## src/hdl/gpio18_cfg.svh

```systemverilog
// constants of the 18-line parallel i/o block: offsets, layouts, resets
// Function
// - pin level register returns sensed pin levels
// - open-drain set/clear ones change line drive mode
// - open-drain state reads one per open-drain line
// - clock-on bit0 enables, clock-off bit0 disables
// - clock state bit0 shows block clock enabled
// - control bit0 resets all but clock state
// - any pin edge while the block clock is on sets its sticky event flag, unless a soft reset falls in that cycle
// - event flag read returns then clears ones
// - event flags zero after any reset
// - per-line mask bit, mask state reads back
// - masked lines never raise the block interrupt
// - mask set/clear ones change mask bits
// - interrupt high while flag and mask both set
// - bits 18 to 31 ignored, read zero
`ifndef GPIO18_CFG_SVH
`define GPIO18_CFG_SVH

// number of parallel i/o lines
`define LINE_W 18

// register byte addresses; decode looks at address bits 7:2 only
`define OFF_OUT_EN_SET 32'hFFFD_8010
`define OFF_OUT_EN_CLR 32'hFFFD_8014
`define OFF_OUT_EN_STATE 32'hFFFD_8018
`define OFF_OUT_DATA_SET 32'hFFFD_8030
`define OFF_OUT_DATA_CLR 32'hFFFD_8034
`define OFF_OUT_DATA_STATE 32'hFFFD_8038
`define OFF_PIN_LEVEL_STATUS 32'hFFFD_8030
`define OFF_OPEN_DRAIN_SET 32'hFFFD_8040
`define OFF_OPEN_DRAIN_CLEAR 32'hFFFD_8044
`define OFF_OPEN_DRAIN_STATE 32'hFFFD_8048
`define OFF_BLOCK_CLOCK_ON 32'hFFFD_8050
`define OFF_BLOCK_CLOCK_OFF 32'hFFFD_8054
`define OFF_BLOCK_CLOCK_STATE 32'hFFFD_8058
`define OFF_CONTROL_STROBE 32'hFFFD_8060
`define OFF_EDGE_EVENT_FLAGS 32'hFFFD_8070
`define OFF_IRQ_MASK_SET 32'hFFFD_8074
`define OFF_IRQ_MASK_CLEAR 32'hFFFD_8078
`define OFF_IRQ_MASK_STATE 32'h0000_007C

// field positions
`define CLK_BIT 0
`define SOFT_RESET_BIT 0

// reset values
`define RST_LINES 18'h0_0000
`define RST_CLK_ON 1'b0

// axi responses
`define RESP_OKAY 2'b00
`define RESP_SLVERR 2'b10

`endif

```

## src/hdl/gpio18_pkg.sv

```systemverilog
// types shared by the parallel i/o block files
package gpio18_pkg;
`include "gpio18_cfg.svh"

   // one bit per line
   typedef logic [`LINE_W-1:0] line_t;

   // register write handed from the bus slave to the register file
   typedef struct packed {
      logic [31:0] addr;
      logic [31:0] data;
      logic [3:0] strb;
   } wr_req_t;

   // register read answer handed back to the bus slave
   typedef struct packed {
      logic [31:0] data;
      logic err;
   } rd_ans_t;
endpackage

```

## src/hdl/gpio18_axil_slave.sv

```systemverilog
// axi4-lite slave front end: turns bus traffic into register strobes
`timescale 1ns/1ps
module gpio18_axil_slave
   import gpio18_pkg::*;
(
   input wire logic clk,
   input wire logic rst_n,
   input wire logic [31:0] awaddr,
   input wire logic awvalid,
   output logic awready,
   input wire logic [31:0] wdata,
   input wire logic [3:0] wstrb,
   input wire logic wvalid,
   output logic wready,
   output logic [1:0] bresp,
   output logic bvalid,
   input wire logic bready,
   input wire logic [31:0] araddr,
   input wire logic arvalid,
   output logic arready,
   output logic [31:0] rdata,
   output logic [1:0] rresp,
   output logic rvalid,
   input wire logic rready,
   output logic wr,
   output wr_req_t wr_req,
   input wire logic wr_err,
   output logic rd,
   output logic [31:0] rd_addr,
   input wire rd_ans_t rd_ans
);
   logic aw_full_q; // write address held
   logic w_full_q; // write data held
   logic [31:0] aw_q;
   logic [31:0] wd_q;
   logic [3:0] ws_q;
   logic aw_take;
   logic w_take;

   assign aw_take = awvalid & awready;
   assign w_take = wvalid & wready;
   // write fires once both halves are held and the last answer is gone
   assign wr = aw_full_q & w_full_q & ~bvalid;
   assign wr_req = '{addr: aw_q, data: wd_q, strb: ws_q};
   // read is taken in the handshake cycle so flags clear exactly once
   assign rd = arvalid & arready;
   assign rd_addr = araddr;

   // address and data channels latch independently, in either order
   always_ff @(posedge clk or negedge rst_n) begin
      if (!rst_n) begin
         aw_full_q <= 1'b0;
         w_full_q <= 1'b0;
         awready <= 1'b1;
         wready <= 1'b1;
         aw_q <= 32'h0000_0000;
         wd_q <= 32'h0000_0000;
         ws_q <= 4'h0;
      end else begin
         aw_full_q <= (aw_full_q & ~wr) | aw_take;
         w_full_q <= (w_full_q & ~wr) | w_take;
         awready <= ~((aw_full_q & ~wr) | aw_take);
         wready <= ~((w_full_q & ~wr) | w_take);
         if (aw_take) begin
            aw_q <= awaddr;
         end
         if (w_take) begin
            wd_q <= wdata;
            ws_q <= wstrb;
         end
      end
   end

   // write response, one outstanding
   always_ff @(posedge clk or negedge rst_n) begin
      if (!rst_n) begin
         bvalid <= 1'b0;
         bresp <= `RESP_OKAY;
      end else if (wr) begin
         bvalid <= 1'b1;
         bresp <= wr_err ? `RESP_SLVERR : `RESP_OKAY;
      end else if (bready) begin
         bvalid <= 1'b0;
      end
   end

   // read data registered one cycle after the address is taken
   always_ff @(posedge clk or negedge rst_n) begin
      if (!rst_n) begin
         rvalid <= 1'b0;
         arready <= 1'b1;
         rdata <= 32'h0000_0000;
         rresp <= `RESP_OKAY;
      end else if (rd) begin
         rvalid <= 1'b1;
         arready <= 1'b0;
         rdata <= rd_ans.data;
         rresp <= rd_ans.err ? `RESP_SLVERR : `RESP_OKAY;
      end else if (rvalid & rready) begin
         rvalid <= 1'b0;
         arready <= 1'b1;
      end
   end
endmodule

```

## src/hdl/gpio18_pin_sync.sv

```systemverilog
// per-line pin synchroniser and edge detector
`timescale 1ns/1ps
module gpio18_pin_sync
   import gpio18_pkg::*;
(
   input wire logic clk,
   input wire logic rst_n,
   input wire line_t pins,
   output line_t level,
   output line_t edge_seen
);
   genvar i;
   generate
      for (i = 0; i < `LINE_W; i++) begin : g_line
         logic s1_q; // first stage, read only by s2_q
         logic s2_q; // settled level
         logic s3_q; // level one cycle older
         always_ff @(posedge clk or negedge rst_n) begin
            if (!rst_n) begin
               s1_q <= 1'b0;
               s2_q <= 1'b0;
               s3_q <= 1'b0;
            end else begin
               s1_q <= pins[i];
               s2_q <= s1_q;
               s3_q <= s2_q;
            end
         end
         assign level[i] = s2_q;
         // either direction of change counts
         assign edge_seen[i] = s2_q ^ s3_q;
      end
   endgenerate
endmodule

```

## src/hdl/gpio18_top.sv

```systemverilog
// 18-line parallel i/o block with axi4-lite register access
//
// Chosen here: the AXI4-Lite interface to the registers.
`timescale 1ns/1ps
module gpio18_top
   import gpio18_pkg::*;
(
   input wire logic SYS_CLK,
   input wire logic ARST_N,
   input wire logic [31:0] S_AXI_AWADDR,
   input wire logic S_AXI_AWVALID,
   output logic S_AXI_AWREADY,
   input wire logic [31:0] S_AXI_WDATA,
   input wire logic [3:0] S_AXI_WSTRB,
   input wire logic S_AXI_WVALID,
   output logic S_AXI_WREADY,
   output logic [1:0] S_AXI_BRESP,
   output logic S_AXI_BVALID,
   input wire logic S_AXI_BREADY,
   input wire logic [31:0] S_AXI_ARADDR,
   input wire logic S_AXI_ARVALID,
   output logic S_AXI_ARREADY,
   output logic [31:0] S_AXI_RDATA,
   output logic [1:0] S_AXI_RRESP,
   output logic S_AXI_RVALID,
   input wire logic S_AXI_RREADY,
   input wire line_t PIN_IN,
   output line_t PIN_OUT,
   output line_t PIN_OE,
   output logic IRQ
);
   // bus side strobes
   logic wr; // one-cycle register write
   wr_req_t wr_req; // address, data and lanes of that write
   logic wr_err; // write to no writable register
   logic rd; // one-cycle register read
   logic [31:0] rd_addr; // address of that read
   rd_ans_t rd_ans; // data and error for that read

   // pin side
   line_t level; // synchronised pin levels
   line_t edge_seen; // change seen this cycle

   // register state
   line_t out_en_q; // line drives its pin
   line_t out_data_q; // level driven on the pin
   line_t od_q; // line is open drain
   line_t mask_q; // interrupt enabled per line
   line_t flags_q; // sticky edge events
   logic clk_on_q; // block clock enabled
   line_t pin_out_q; // registered pin value
   line_t pin_oe_q; // registered pin enable
   logic irq_q; // registered interrupt

   // write decode
   logic [31:0] wmask; // byte lanes widened to bits
   line_t wl; // written line bits, lanes applied
   logic srst; // soft reset strobe
   logic w_oe_set;
   logic w_oe_clr;
   logic w_od_set;
   logic w_od_clr;
   logic w_os_set;
   logic w_os_clr;
   logic w_clk_on;
   logic w_clk_off;
   logic w_mk_set;
   logic w_mk_clr;
   logic w_ctl;

   // read decode
   logic rd_flags; // this read returns the event flags
   line_t evt; // edges counted while the clock is on
   line_t clr; // flags cleared by the read

   gpio18_axil_slave u_bus (
      .clk(SYS_CLK),
      .rst_n(ARST_N),
      .awaddr(S_AXI_AWADDR),
      .awvalid(S_AXI_AWVALID),
      .awready(S_AXI_AWREADY),
      .wdata(S_AXI_WDATA),
      .wstrb(S_AXI_WSTRB),
      .wvalid(S_AXI_WVALID),
      .wready(S_AXI_WREADY),
      .bresp(S_AXI_BRESP),
      .bvalid(S_AXI_BVALID),
      .bready(S_AXI_BREADY),
      .araddr(S_AXI_ARADDR),
      .arvalid(S_AXI_ARVALID),
      .arready(S_AXI_ARREADY),
      .rdata(S_AXI_RDATA),
      .rresp(S_AXI_RRESP),
      .rvalid(S_AXI_RVALID),
      .rready(S_AXI_RREADY),
      .wr(wr),
      .wr_req(wr_req),
      .wr_err(wr_err),
      .rd(rd),
      .rd_addr(rd_addr),
      .rd_ans(rd_ans)
   );

   gpio18_pin_sync u_sync (
      .clk(SYS_CLK),
      .rst_n(ARST_N),
      .pins(PIN_IN),
      .level(level),
      .edge_seen(edge_seen)
   );

   // only address bits 7:2 are compared; the block aliases every 256 bytes
   function automatic logic hit(input logic [31:0] a, input logic [31:0] off);
      hit = (a[7:2] == off[7:2]);
   endfunction

   assign wmask = {{8{wr_req.strb[3]}}, {8{wr_req.strb[2]}},
                   {8{wr_req.strb[1]}}, {8{wr_req.strb[0]}}};
   // bits above the last line are simply dropped
   assign wl = line_t'(wr_req.data & wmask);

   // write strobes per register
   assign w_oe_set = wr & hit(wr_req.addr, `OFF_OUT_EN_SET);
   assign w_oe_clr = wr & hit(wr_req.addr, `OFF_OUT_EN_CLR);
   assign w_os_set = wr & hit(wr_req.addr, `OFF_OUT_DATA_SET);
   assign w_os_clr = wr & hit(wr_req.addr, `OFF_OUT_DATA_CLR);
   assign w_od_set = wr & hit(wr_req.addr, `OFF_OPEN_DRAIN_SET);
   assign w_od_clr = wr & hit(wr_req.addr, `OFF_OPEN_DRAIN_CLEAR);
   assign w_clk_on = wr & hit(wr_req.addr, `OFF_BLOCK_CLOCK_ON);
   assign w_clk_off = wr & hit(wr_req.addr, `OFF_BLOCK_CLOCK_OFF);
   assign w_mk_set = wr & hit(wr_req.addr, `OFF_IRQ_MASK_SET);
   assign w_mk_clr = wr & hit(wr_req.addr, `OFF_IRQ_MASK_CLEAR);
   assign w_ctl = wr & hit(wr_req.addr, `OFF_CONTROL_STROBE);
   // a zero in the reset bit does nothing
   assign srst = w_ctl & wmask[`SOFT_RESET_BIT] & wr_req.data[`SOFT_RESET_BIT];
   // writes that hit no writable register answer slverr
   assign wr_err = ~(w_oe_set | w_oe_clr | w_os_set | w_os_clr | w_od_set | w_od_clr
                     | w_clk_on | w_clk_off | w_mk_set | w_mk_clr | w_ctl);

   // output enable set/clear pair
   always_ff @(posedge SYS_CLK or negedge ARST_N) begin
      if (!ARST_N) begin
         out_en_q <= `RST_LINES;
      end else if (srst) begin
         out_en_q <= `RST_LINES;
      end else begin
         out_en_q <= (out_en_q | (w_oe_set ? wl : '0)) & ~(w_oe_clr ? wl : '0);
      end
   end

   // output data set/clear pair
   always_ff @(posedge SYS_CLK or negedge ARST_N) begin
      if (!ARST_N) begin
         out_data_q <= `RST_LINES;
      end else if (srst) begin
         out_data_q <= `RST_LINES;
      end else begin
         out_data_q <= (out_data_q | (w_os_set ? wl : '0)) & ~(w_os_clr ? wl : '0);
      end
   end

   // open-drain mode per line; zeros leave lines alone
   always_ff @(posedge SYS_CLK or negedge ARST_N) begin
      if (!ARST_N) begin
         od_q <= `RST_LINES;
      end else if (srst) begin
         od_q <= `RST_LINES;
      end else begin
         od_q <= (od_q | (w_od_set ? wl : '0)) & ~(w_od_clr ? wl : '0);
      end
   end

   // block clock enable; soft reset leaves it alone on purpose
   always_ff @(posedge SYS_CLK or negedge ARST_N) begin
      if (!ARST_N) begin
         clk_on_q <= `RST_CLK_ON;
      end else if (w_clk_on & wmask[`CLK_BIT] & wr_req.data[`CLK_BIT]) begin
         clk_on_q <= 1'b1;
      end else if (w_clk_off & wmask[`CLK_BIT] & wr_req.data[`CLK_BIT]) begin
         clk_on_q <= 1'b0;
      end
   end

   // interrupt mask set/clear pair
   always_ff @(posedge SYS_CLK or negedge ARST_N) begin
      if (!ARST_N) begin
         mask_q <= `RST_LINES;
      end else if (srst) begin
         mask_q <= `RST_LINES;
      end else begin
         mask_q <= (mask_q | (w_mk_set ? wl : '0)) & ~(w_mk_clr ? wl : '0);
      end
   end

   // edges only count while the block clock is on, like a gated clock would
   assign evt = edge_seen & {`LINE_W{clk_on_q}};
   assign rd_flags = rd & hit(rd_addr, `OFF_EDGE_EVENT_FLAGS);
   // clear exactly what the read returned
   assign clr = rd_flags ? flags_q : '0;

   // sticky edge flags; a new edge beats the read clear
   always_ff @(posedge SYS_CLK or negedge ARST_N) begin
      if (!ARST_N) begin
         flags_q <= `RST_LINES;
      end else if (srst) begin
         flags_q <= `RST_LINES;
      end else begin
         flags_q <= (flags_q & ~clr) | evt;
      end
   end

   // pin drivers: open drain never drives a high
   always_ff @(posedge SYS_CLK or negedge ARST_N) begin
      if (!ARST_N) begin
         pin_out_q <= `RST_LINES;
         pin_oe_q <= `RST_LINES;
      end else begin
         pin_out_q <= out_data_q & ~od_q;
         pin_oe_q <= out_en_q & ~(od_q & out_data_q);
      end
   end

   // block interrupt from flagged and unmasked lines only
   always_ff @(posedge SYS_CLK or negedge ARST_N) begin
      if (!ARST_N) begin
         irq_q <= 1'b0;
      end else begin
         irq_q <= |(flags_q & mask_q);
      end
   end

   assign PIN_OUT = pin_out_q;
   assign PIN_OE = pin_oe_q;
   assign IRQ = irq_q;

   // read mux; unused upper bits stay zero
   always_comb begin
      rd_ans = '{data: 32'h0000_0000, err: 1'b0};
      if (hit(rd_addr, `OFF_PIN_LEVEL_STATUS)) begin
         rd_ans.data = {14'h0000, level};
      end else if (hit(rd_addr, `OFF_OUT_EN_STATE)) begin
         rd_ans.data = {14'h0000, out_en_q};
      end else if (hit(rd_addr, `OFF_OUT_DATA_STATE)) begin
         rd_ans.data = {14'h0000, out_data_q};
      end else if (hit(rd_addr, `OFF_OPEN_DRAIN_STATE)) begin
         rd_ans.data = {14'h0000, od_q};
      end else if (hit(rd_addr, `OFF_BLOCK_CLOCK_STATE)) begin
         rd_ans.data = {31'h0000_0000, clk_on_q};
      end else if (hit(rd_addr, `OFF_EDGE_EVENT_FLAGS)) begin
         rd_ans.data = {14'h0000, flags_q};
      end else if (hit(rd_addr, `OFF_IRQ_MASK_STATE)) begin
         rd_ans.data = {14'h0000, mask_q};
      end else begin
         // write-only or unmapped address
         rd_ans.err = 1'b1;
      end
   end
endmodule

```

## config.mk

```make
export PLATFORM = sky130hd
export DESIGN_NAME = gpio18_top
export DESIGN_NICKNAME = d
export VERILOG_FILES = /design/src/hdl/gpio18_pkg.sv /design/src/hdl/gpio18_axil_slave.sv /design/src/hdl/gpio18_pin_sync.sv /design/src/hdl/gpio18_top.sv
export VERILOG_INCLUDE_DIRS = /design/src /design/src/hdl
export SDC_FILE = /design/constraint.sdc
export NUM_CORES = 1
export LEC_CHECK = 0
export BUFFER_PORTS_ARGS = -buffer_cell sky130_fd_sc_hd__buf_4
export CORE_MARGIN = 1.5
export CORE_UTILIZATION = 55
export CTS_BUF_LIST = sky130_fd_sc_hd__clkbuf_16
export CTS_CLUSTER_DIAMETER = 100
export DETAILED_ROUTE_END_ITERATION = 10
export PLACE_DENSITY = 0.8
export SLEW_MARGIN = 20
export SYNTH_ARGS = -nofsm -noshare
export SYNTH_HDL_FRONTEND = slang
export SYNTH_SLANG_ARGS = --single-unit
export TNS_END_PERCENT = 20
```

## constraint.sdc

```tcl
create_clock -name SYS_CLK -period 2.3 [get_ports SYS_CLK]
set_input_delay 0.115 -clock SYS_CLK [delete_from_list [all_inputs] [get_ports SYS_CLK]]
set_output_delay 0.115 -clock SYS_CLK [all_outputs]
set_load 0.005 [all_outputs]
```

Word level (Yosys, flattened, before mapping)
Cells that the tools add are included.
{"block": "totals", "register_bits": 254, "word_cells": 219, "output_inout_bits": 78}
{"block": "op_classes", "eq_ne": 18, "n_bitwise": 83, "mux": 38, "n_reduce_logical": 4}
{"cell": "two-way mux 18 bit", "n": 19}
{"cell": "bitwise AND 18 bit", "n": 11}
{"cell": "inverter 18 bit", "n": 7}
{"cell": "bitwise OR 18 bit", "n": 5}
{"cell": "equality test 6 x 5 -> 1 bit (second input constant)", "n": 11}
{"cell": "two-way mux 32 bit", "n": 2}
{"cell": "bitwise AND 1 bit", "n": 26}
{"cell": "equality test 6 x 4 -> 1 bit (second input constant)", "n": 4}
{"cell": "equality test 6 x 3 -> 1 bit (second input constant)", "n": 3}
{"cell": "OR reduction 18 bit", "n": 1}
{"cell": "XOR 1 bit", "n": 18}
{"cell": "two-way mux 1 bit", "n": 15}
{"cell": "bitwise OR 1 bit", "n": 12}
{"cell": "nonzero test 2 bit", "n": 3}
{"cell": "two-way mux 2 bit", "n": 2}
{"cell": "inverter 1 bit", "n": 4}

Longest topological paths before layout
{"block": "logic_depth", "ltp_word": 14, "mapped_depth": 7}

Cells and area by module
From an unflattened synthesis, not the netlist that was laid out.
{"block": "unflattened", "hier_cells": 966, "hier_area_um2": 12399.4}
{"module": "gpio18_top", "n_inst": 1, "cells_per_inst": 600, "seq_area_each_um2": 3203.1, "area_each_um2": 6238.5}
{"module": "gpio18_axil_slave", "n_inst": 1, "cells_per_inst": 276, "seq_area_each_um2": 2731.4, "area_each_um2": 4516.8}
{"module": "gpio18_pin_sync", "n_inst": 1, "cells_per_inst": 90, "seq_area_each_um2": 1351.3, "area_each_um2": 1644.1}

Worst setup path after synthesis
No wires, ideal clock.
{"block": "synth_timing", "kind": "flip-flop to flip-flop", "start": "reg u_bus.bvalid", "end": "reg out_data_q[10]", "path_slack_ps": 607, "path_stages_with_launch": 7, "arrival_time_ps": 1606, "path_cell_list": "dfrtp_1 nand4bb_1 buf_4 nor4_4 buf_6 a21oi_1 a211oi_2"}
{"block": "synth_via", "elab_chain_len": 7, "word_cells_on_any_way": 13}
{"item": "from (decl)", "line": "gpio18_axil_slave.sv:16", "text": "output logic bvalid,"}
{"item": "from (signal assigned)", "line": "gpio18_axil_slave.sv:77", "text": "bvalid <= 1'b0;"}
{"item": "from (signal assigned)", "line": "gpio18_axil_slave.sv:80", "text": "bvalid <= 1'b1;"}
{"item": "from (signal assigned)", "line": "gpio18_axil_slave.sv:83", "text": "bvalid <= 1'b0;"}
{"item": "inverter 1 bit (*)", "line": "gpio18_axil_slave.sv:43", "text": "assign wr = aw_full_q & w_full_q & ~bvalid;"}
{"item": "bitwise AND 1 bit (*)", "line": "gpio18_axil_slave.sv:43"}
{"item": "bitwise AND 1 bit, on equally long branches", "line": "gpio18_top.sv:125, gpio18_top.sv:126"}
{"item": "two-way mux 18 bit", "line": "gpio18_top.sv:158", "text": "out_data_q <= (out_data_q | (w_os_set ? wl : '0)) & ~(w_os_clr ? wl : '0);"}
{"item": "bitwise OR 18 bit / inverter 18 bit (equally long branches)", "line": "gpio18_top.sv:158"}
{"item": "bitwise AND 18 bit", "line": "gpio18_top.sv:158"}
{"item": "two-way mux 18 bit (*)", "line": "gpio18_top.sv:155", "text": "end else if (srst) begin"}
{"item": "to (signal assigned)", "line": "gpio18_top.sv:154", "text": "out_data_q <= `RST_LINES;"}
{"item": "to (signal assigned)", "line": "gpio18_top.sv:156", "text": "out_data_q <= `RST_LINES;"}
{"item": "to (signal assigned)", "line": "gpio18_top.sv:158"}
{"item": "to (decl)", "line": "gpio18_top.sv:46", "text": "line_t out_data_q;"}
Mark *: on every way between the ends. The rest lies on a longest branch, timed or not.
A chain may end at the register's enable or synchronous reset.

Worst setup path in the final report
{"block": "layout_timing", "start": "reg u_bus.bvalid", "end": "reg out_en_q[16]"}
{"block": "layout_via", "elab_chain_len": 7, "word_cells_on_any_way": 13}
{"item": "inverter 1 bit (*)", "line": "gpio18_axil_slave.sv:43"}
{"item": "bitwise AND 1 bit (*)", "line": "gpio18_axil_slave.sv:43"}
{"item": "bitwise AND 1 bit, on equally long branches", "line": "gpio18_top.sv:123, gpio18_top.sv:124"}
{"item": "two-way mux 18 bit", "line": "gpio18_top.sv:147", "text": "out_en_q <= (out_en_q | (w_oe_set ? wl : '0)) & ~(w_oe_clr ? wl : '0);"}
{"item": "bitwise OR 18 bit / inverter 18 bit (equally long branches)", "line": "gpio18_top.sv:147"}
{"item": "bitwise AND 18 bit", "line": "gpio18_top.sv:147"}
{"item": "two-way mux 18 bit (*)", "line": "gpio18_top.sv:144", "text": "end else if (srst) begin"}
{"item": "to (signal assigned)", "line": "gpio18_top.sv:143", "text": "out_en_q <= `RST_LINES;"}
{"item": "to (signal assigned)", "line": "gpio18_top.sv:145", "text": "out_en_q <= `RST_LINES;"}
{"item": "to (signal assigned)", "line": "gpio18_top.sv:147"}
{"item": "to (decl)", "line": "gpio18_top.sv:45", "text": "line_t out_en_q;"}
Marked as above.

==> key figures <==
CTS
  – Clock transition at path regs: 0.06 ns
  – CTS tree: yes
  – CTS max path bufs: 3
  – Clock latency on the worst-skew pair: 0.52 ns
  – Total CTS buffers: 25
  – Hold_buf cts: 50
  – Clock sinks: 236
  – Post-CTS Resized: 0
  – Root Driver: clkbuf_16
  – H-tree Lvls: 1
  – Post-CTS Setup Inserts: 0

Synth
  – Cell area after synthesis: 10100 um2
  – Post-synth EDFFs: 0
  – Register bit count reported by yosys: 236
  – Synth Flop Type: dfrtp_1
  – Post-synthesis average cell area: 11.7 um2
  – Asr flop ratio synth: 100%
  – Yosys warns: 0
  – Post-Syn Instances: 856
  – Post-synthesis sequential area ratio: 58.8%
  – Netlist cell types: 62

Pwr
  – Pwr per Cell Area: 1140 nW/um2
  – Static Leak: 5.67 nW
  – Design Power: 14.1 mW
  – Peak supply drop: 0.869 mV

Drt
  – DRT iter0 DRCs: 931
  – Final wirelength: 27600 um
  – Antenna Nets Post-Route: 0
  – DRT Pass-1 Iters: 5
  – Vias per inst: 6.30
  – Drt wl/cell: 21.9 um
  – Vias: 7936
  – # DRC: 0

Cells and area
  – Final non-filler cell total: 1259
  – Synthesis-to-finish area growth: 23.5%
  – Sequential cell area: 5910 um2
  – Area of the multi-input gates: 3700 um2
  – Share of cells above drive strength 1: 24.7%
  – Filler Cells Inserted: 1289
  – Design Area, Final: 12400 um2
  – Finished Core Util: 69.2%
  – Diode count: 0
  – Final nets: 1138

Worst setup path
  – CP Capture Type: flop
  – Setup crit start kind: flop
  – Critical Path AT: 2.40 ns
  – Kind of critical path: flop to flop
  – Worst-path fanout max: 90
  – Worst EP required: 2.67 ns

Global routing
  – Vias in the first global route: 7870
  – GRT Total Usage: 29.1%
  – GR Overflow Total: 0
  – First-pass GRT wire length: 44200 um
  – Largest net degree at the start of global routing: 91
  – Initial antenna violation count: 0

Placed design
  – Placed Cells: 1165
  – RePlAce Congestion: 0.882
  – Dpl hpwl: 17500 um
  – Port Buf Inserts: 119
  – Post-DP Area: 11200 um2

Timing
  – Fin. max-slew vios: 0
  – Setup Skew: 0.0102 ns
  – Crit path time final: 2.03 ns
  – Slew @ Worst Pin: 0.674 ns
  – RSZ-0062 raised after global routing: false
  – Max Clock Freq: 0.492 GHz
  – Worst slew margin: 53.9%
  – Final period util: 88.4%
  – TNS Setup: 0 ns
  – Final setup fails: 0
  – Final hold vios: 0

Floorplan
  – I/O pins: 203
  – Die width: 138 um
  – Initial Utilization: 56.0%
  – Site row count: 49
  – Core Footprint: 18000 um2
  – Die Ht: 138 um
  – Die Area: 19100 um2

Outcome
  – Run status: finished, final reports clean

Run
  – Max Cap Violations: 0

Hold path
  – Hold crit path type: input pin to flop
==> logic make-up after synthesis <==
logic type	after synthesis	synth area share [%]
flops	236	58.8
mux	30	3.33
simple gates	193	11.3
compound gates	276	19.9
other cells	1	0.0373
buf+inv	101	5.09
xor+xnor	19	1.65
==> power breakdown <==
| part | leakage (nW) | internal (mW) | switching, mW |
|---|---|---|---|
| registers | 3.02 | 5.42 | 1.28 |
| clock network | 0.381 | 2.08 | 1.63 |
| logic | 2.27 | 1.89 | 1.82 |
==> per-layer routing <==
metal	up-vias	routed length (um)	global-route usage, %
li1	3450	-	-
met1	3897	11100	41.6
met2	502	12800	44.9
met3	87	2610	4.71
met4	0	1070	11.3
met5	-	0	0
==> placed cells by master (no fill, tap or decap), drive strengths merged, types with 4 or more instances in the layout <==
cell type and n:
a311oi 4, nor2b 18, clkbuf 25, a2111oi 16
inv 16, dlygate4sd3 50, nand2 31, buf 155
clkinv 11, o21ai 25, nor2 38, or3 18
o221ai 16, a221oi 20, and2 23, a211oi 52
nor3 4, mux2 28, a31oi 4, nand3 8
a21boi 19, a21oi 70, and3 34, a22oi 21
xor2 19, conb 16, dfrtp 233, o22ai 16
a22o 4
==> layout make-up <==
type | count | area share (%)
multi-input combinational | 534 | 29.8
timing repair buffer | 205 | 14.1
inverter | 11 | 0.332
tap | 229 | 2.31
sequential | 236 | 47.6
clock inverter | 19 | 0.937
clock buffer | 25 | 5.04
==> critical path: stages, from the launching register on <==
cell	delay [ns]
dfrtp_1	0.40
and4bb_2	0.37
nand3_1	0.14
nor4b_2	0.41
buf_12	0.43
a311oi_1	0.10
==> cell usage after synthesis, types with 2 or more instances <==
master	count	area, um2
dfstp_2	3	78.8
mux2_2	27	304
dfrtp_1	233	5830
or3_1	18	113
inv_1	10	37.5
buf_2	25	125
o21ai_0	24	120
nor2b_1	18	113
a22o_1	4	35.0
o221ai_1	16	140
o22ai_1	16	100
nor2_1	37	139
xor2_1	19	166
nand2b_1	2	12.5
a21oi_1	70	350
a211oi_1	33	248
buf_1	5	18.8
a21boi_0	19	143
a211oi_2	19	238
a311oi_1	4	35.0
a31oi_1	4	25.0
nor3b_2	2	25.0
clkbuf_1	36	135
and4bb_2	2	25.0
buf_4	21	158
a221oi_1	19	166
and2_1	23	144
and3_1	34	213
a2111oi_0	16	140
nand3_1	8	40.0
nor4_4	3	63.8
mux2i_1	2	20.0
nand2_1	30	113
nor3_1	2	10.0
a32o_1	2	20.0
nand4b_1	2	17.5
a22oi_1	21	158
buf_6	3	33.8
==> sequential cells by signal (all words and copies together) (netlist names), 3 cells and up <==
signal,cells
u_bus.rdata,18
u_sync.g_line.s2_q,18
u_bus.ws_q,3
flags_q,18
out_data_q,18
PIN_OUT,18
od_q,18
mask_q,18
PIN_OE,18
u_bus.aw_q,6
out_en_q,18
u_sync.g_line.s3_q,18
u_bus.wd_q,18
u_sync.g_line.s1_q,18
==> final timing paths <==
check	slack [ns]	start	to	cells after the start
min in group asynchronous	0.19	ARST_N	PIN_OUT[15]	2
max reg2reg	0.27	u_bus.bvalid	out_en_q[16]	5
max in group asynchronous	1.27	ARST_N	u_sync.g_line[4].s1_q	3
min reg2reg	0.34	u_sync.g_line[17].s1_q	u_sync.g_line[17].s2_q	0
min	0.04	S_AXI_AWVALID	u_bus.aw_full_q	3
max	0.27	u_bus.bvalid	out_en_q[16]	5
==> stage by stage <==
step,hold WS [ns],setup WS (ns)
final,0.0442,0.266
after global routing,0.0891,0.163
after CTS,0.0496,0.286
after detailed placement,0.164,0.294
after global placement,0.166,0.348
after floorplan,-0.181,0.607
No activity file was read; power rests on OpenSTA's default activity.
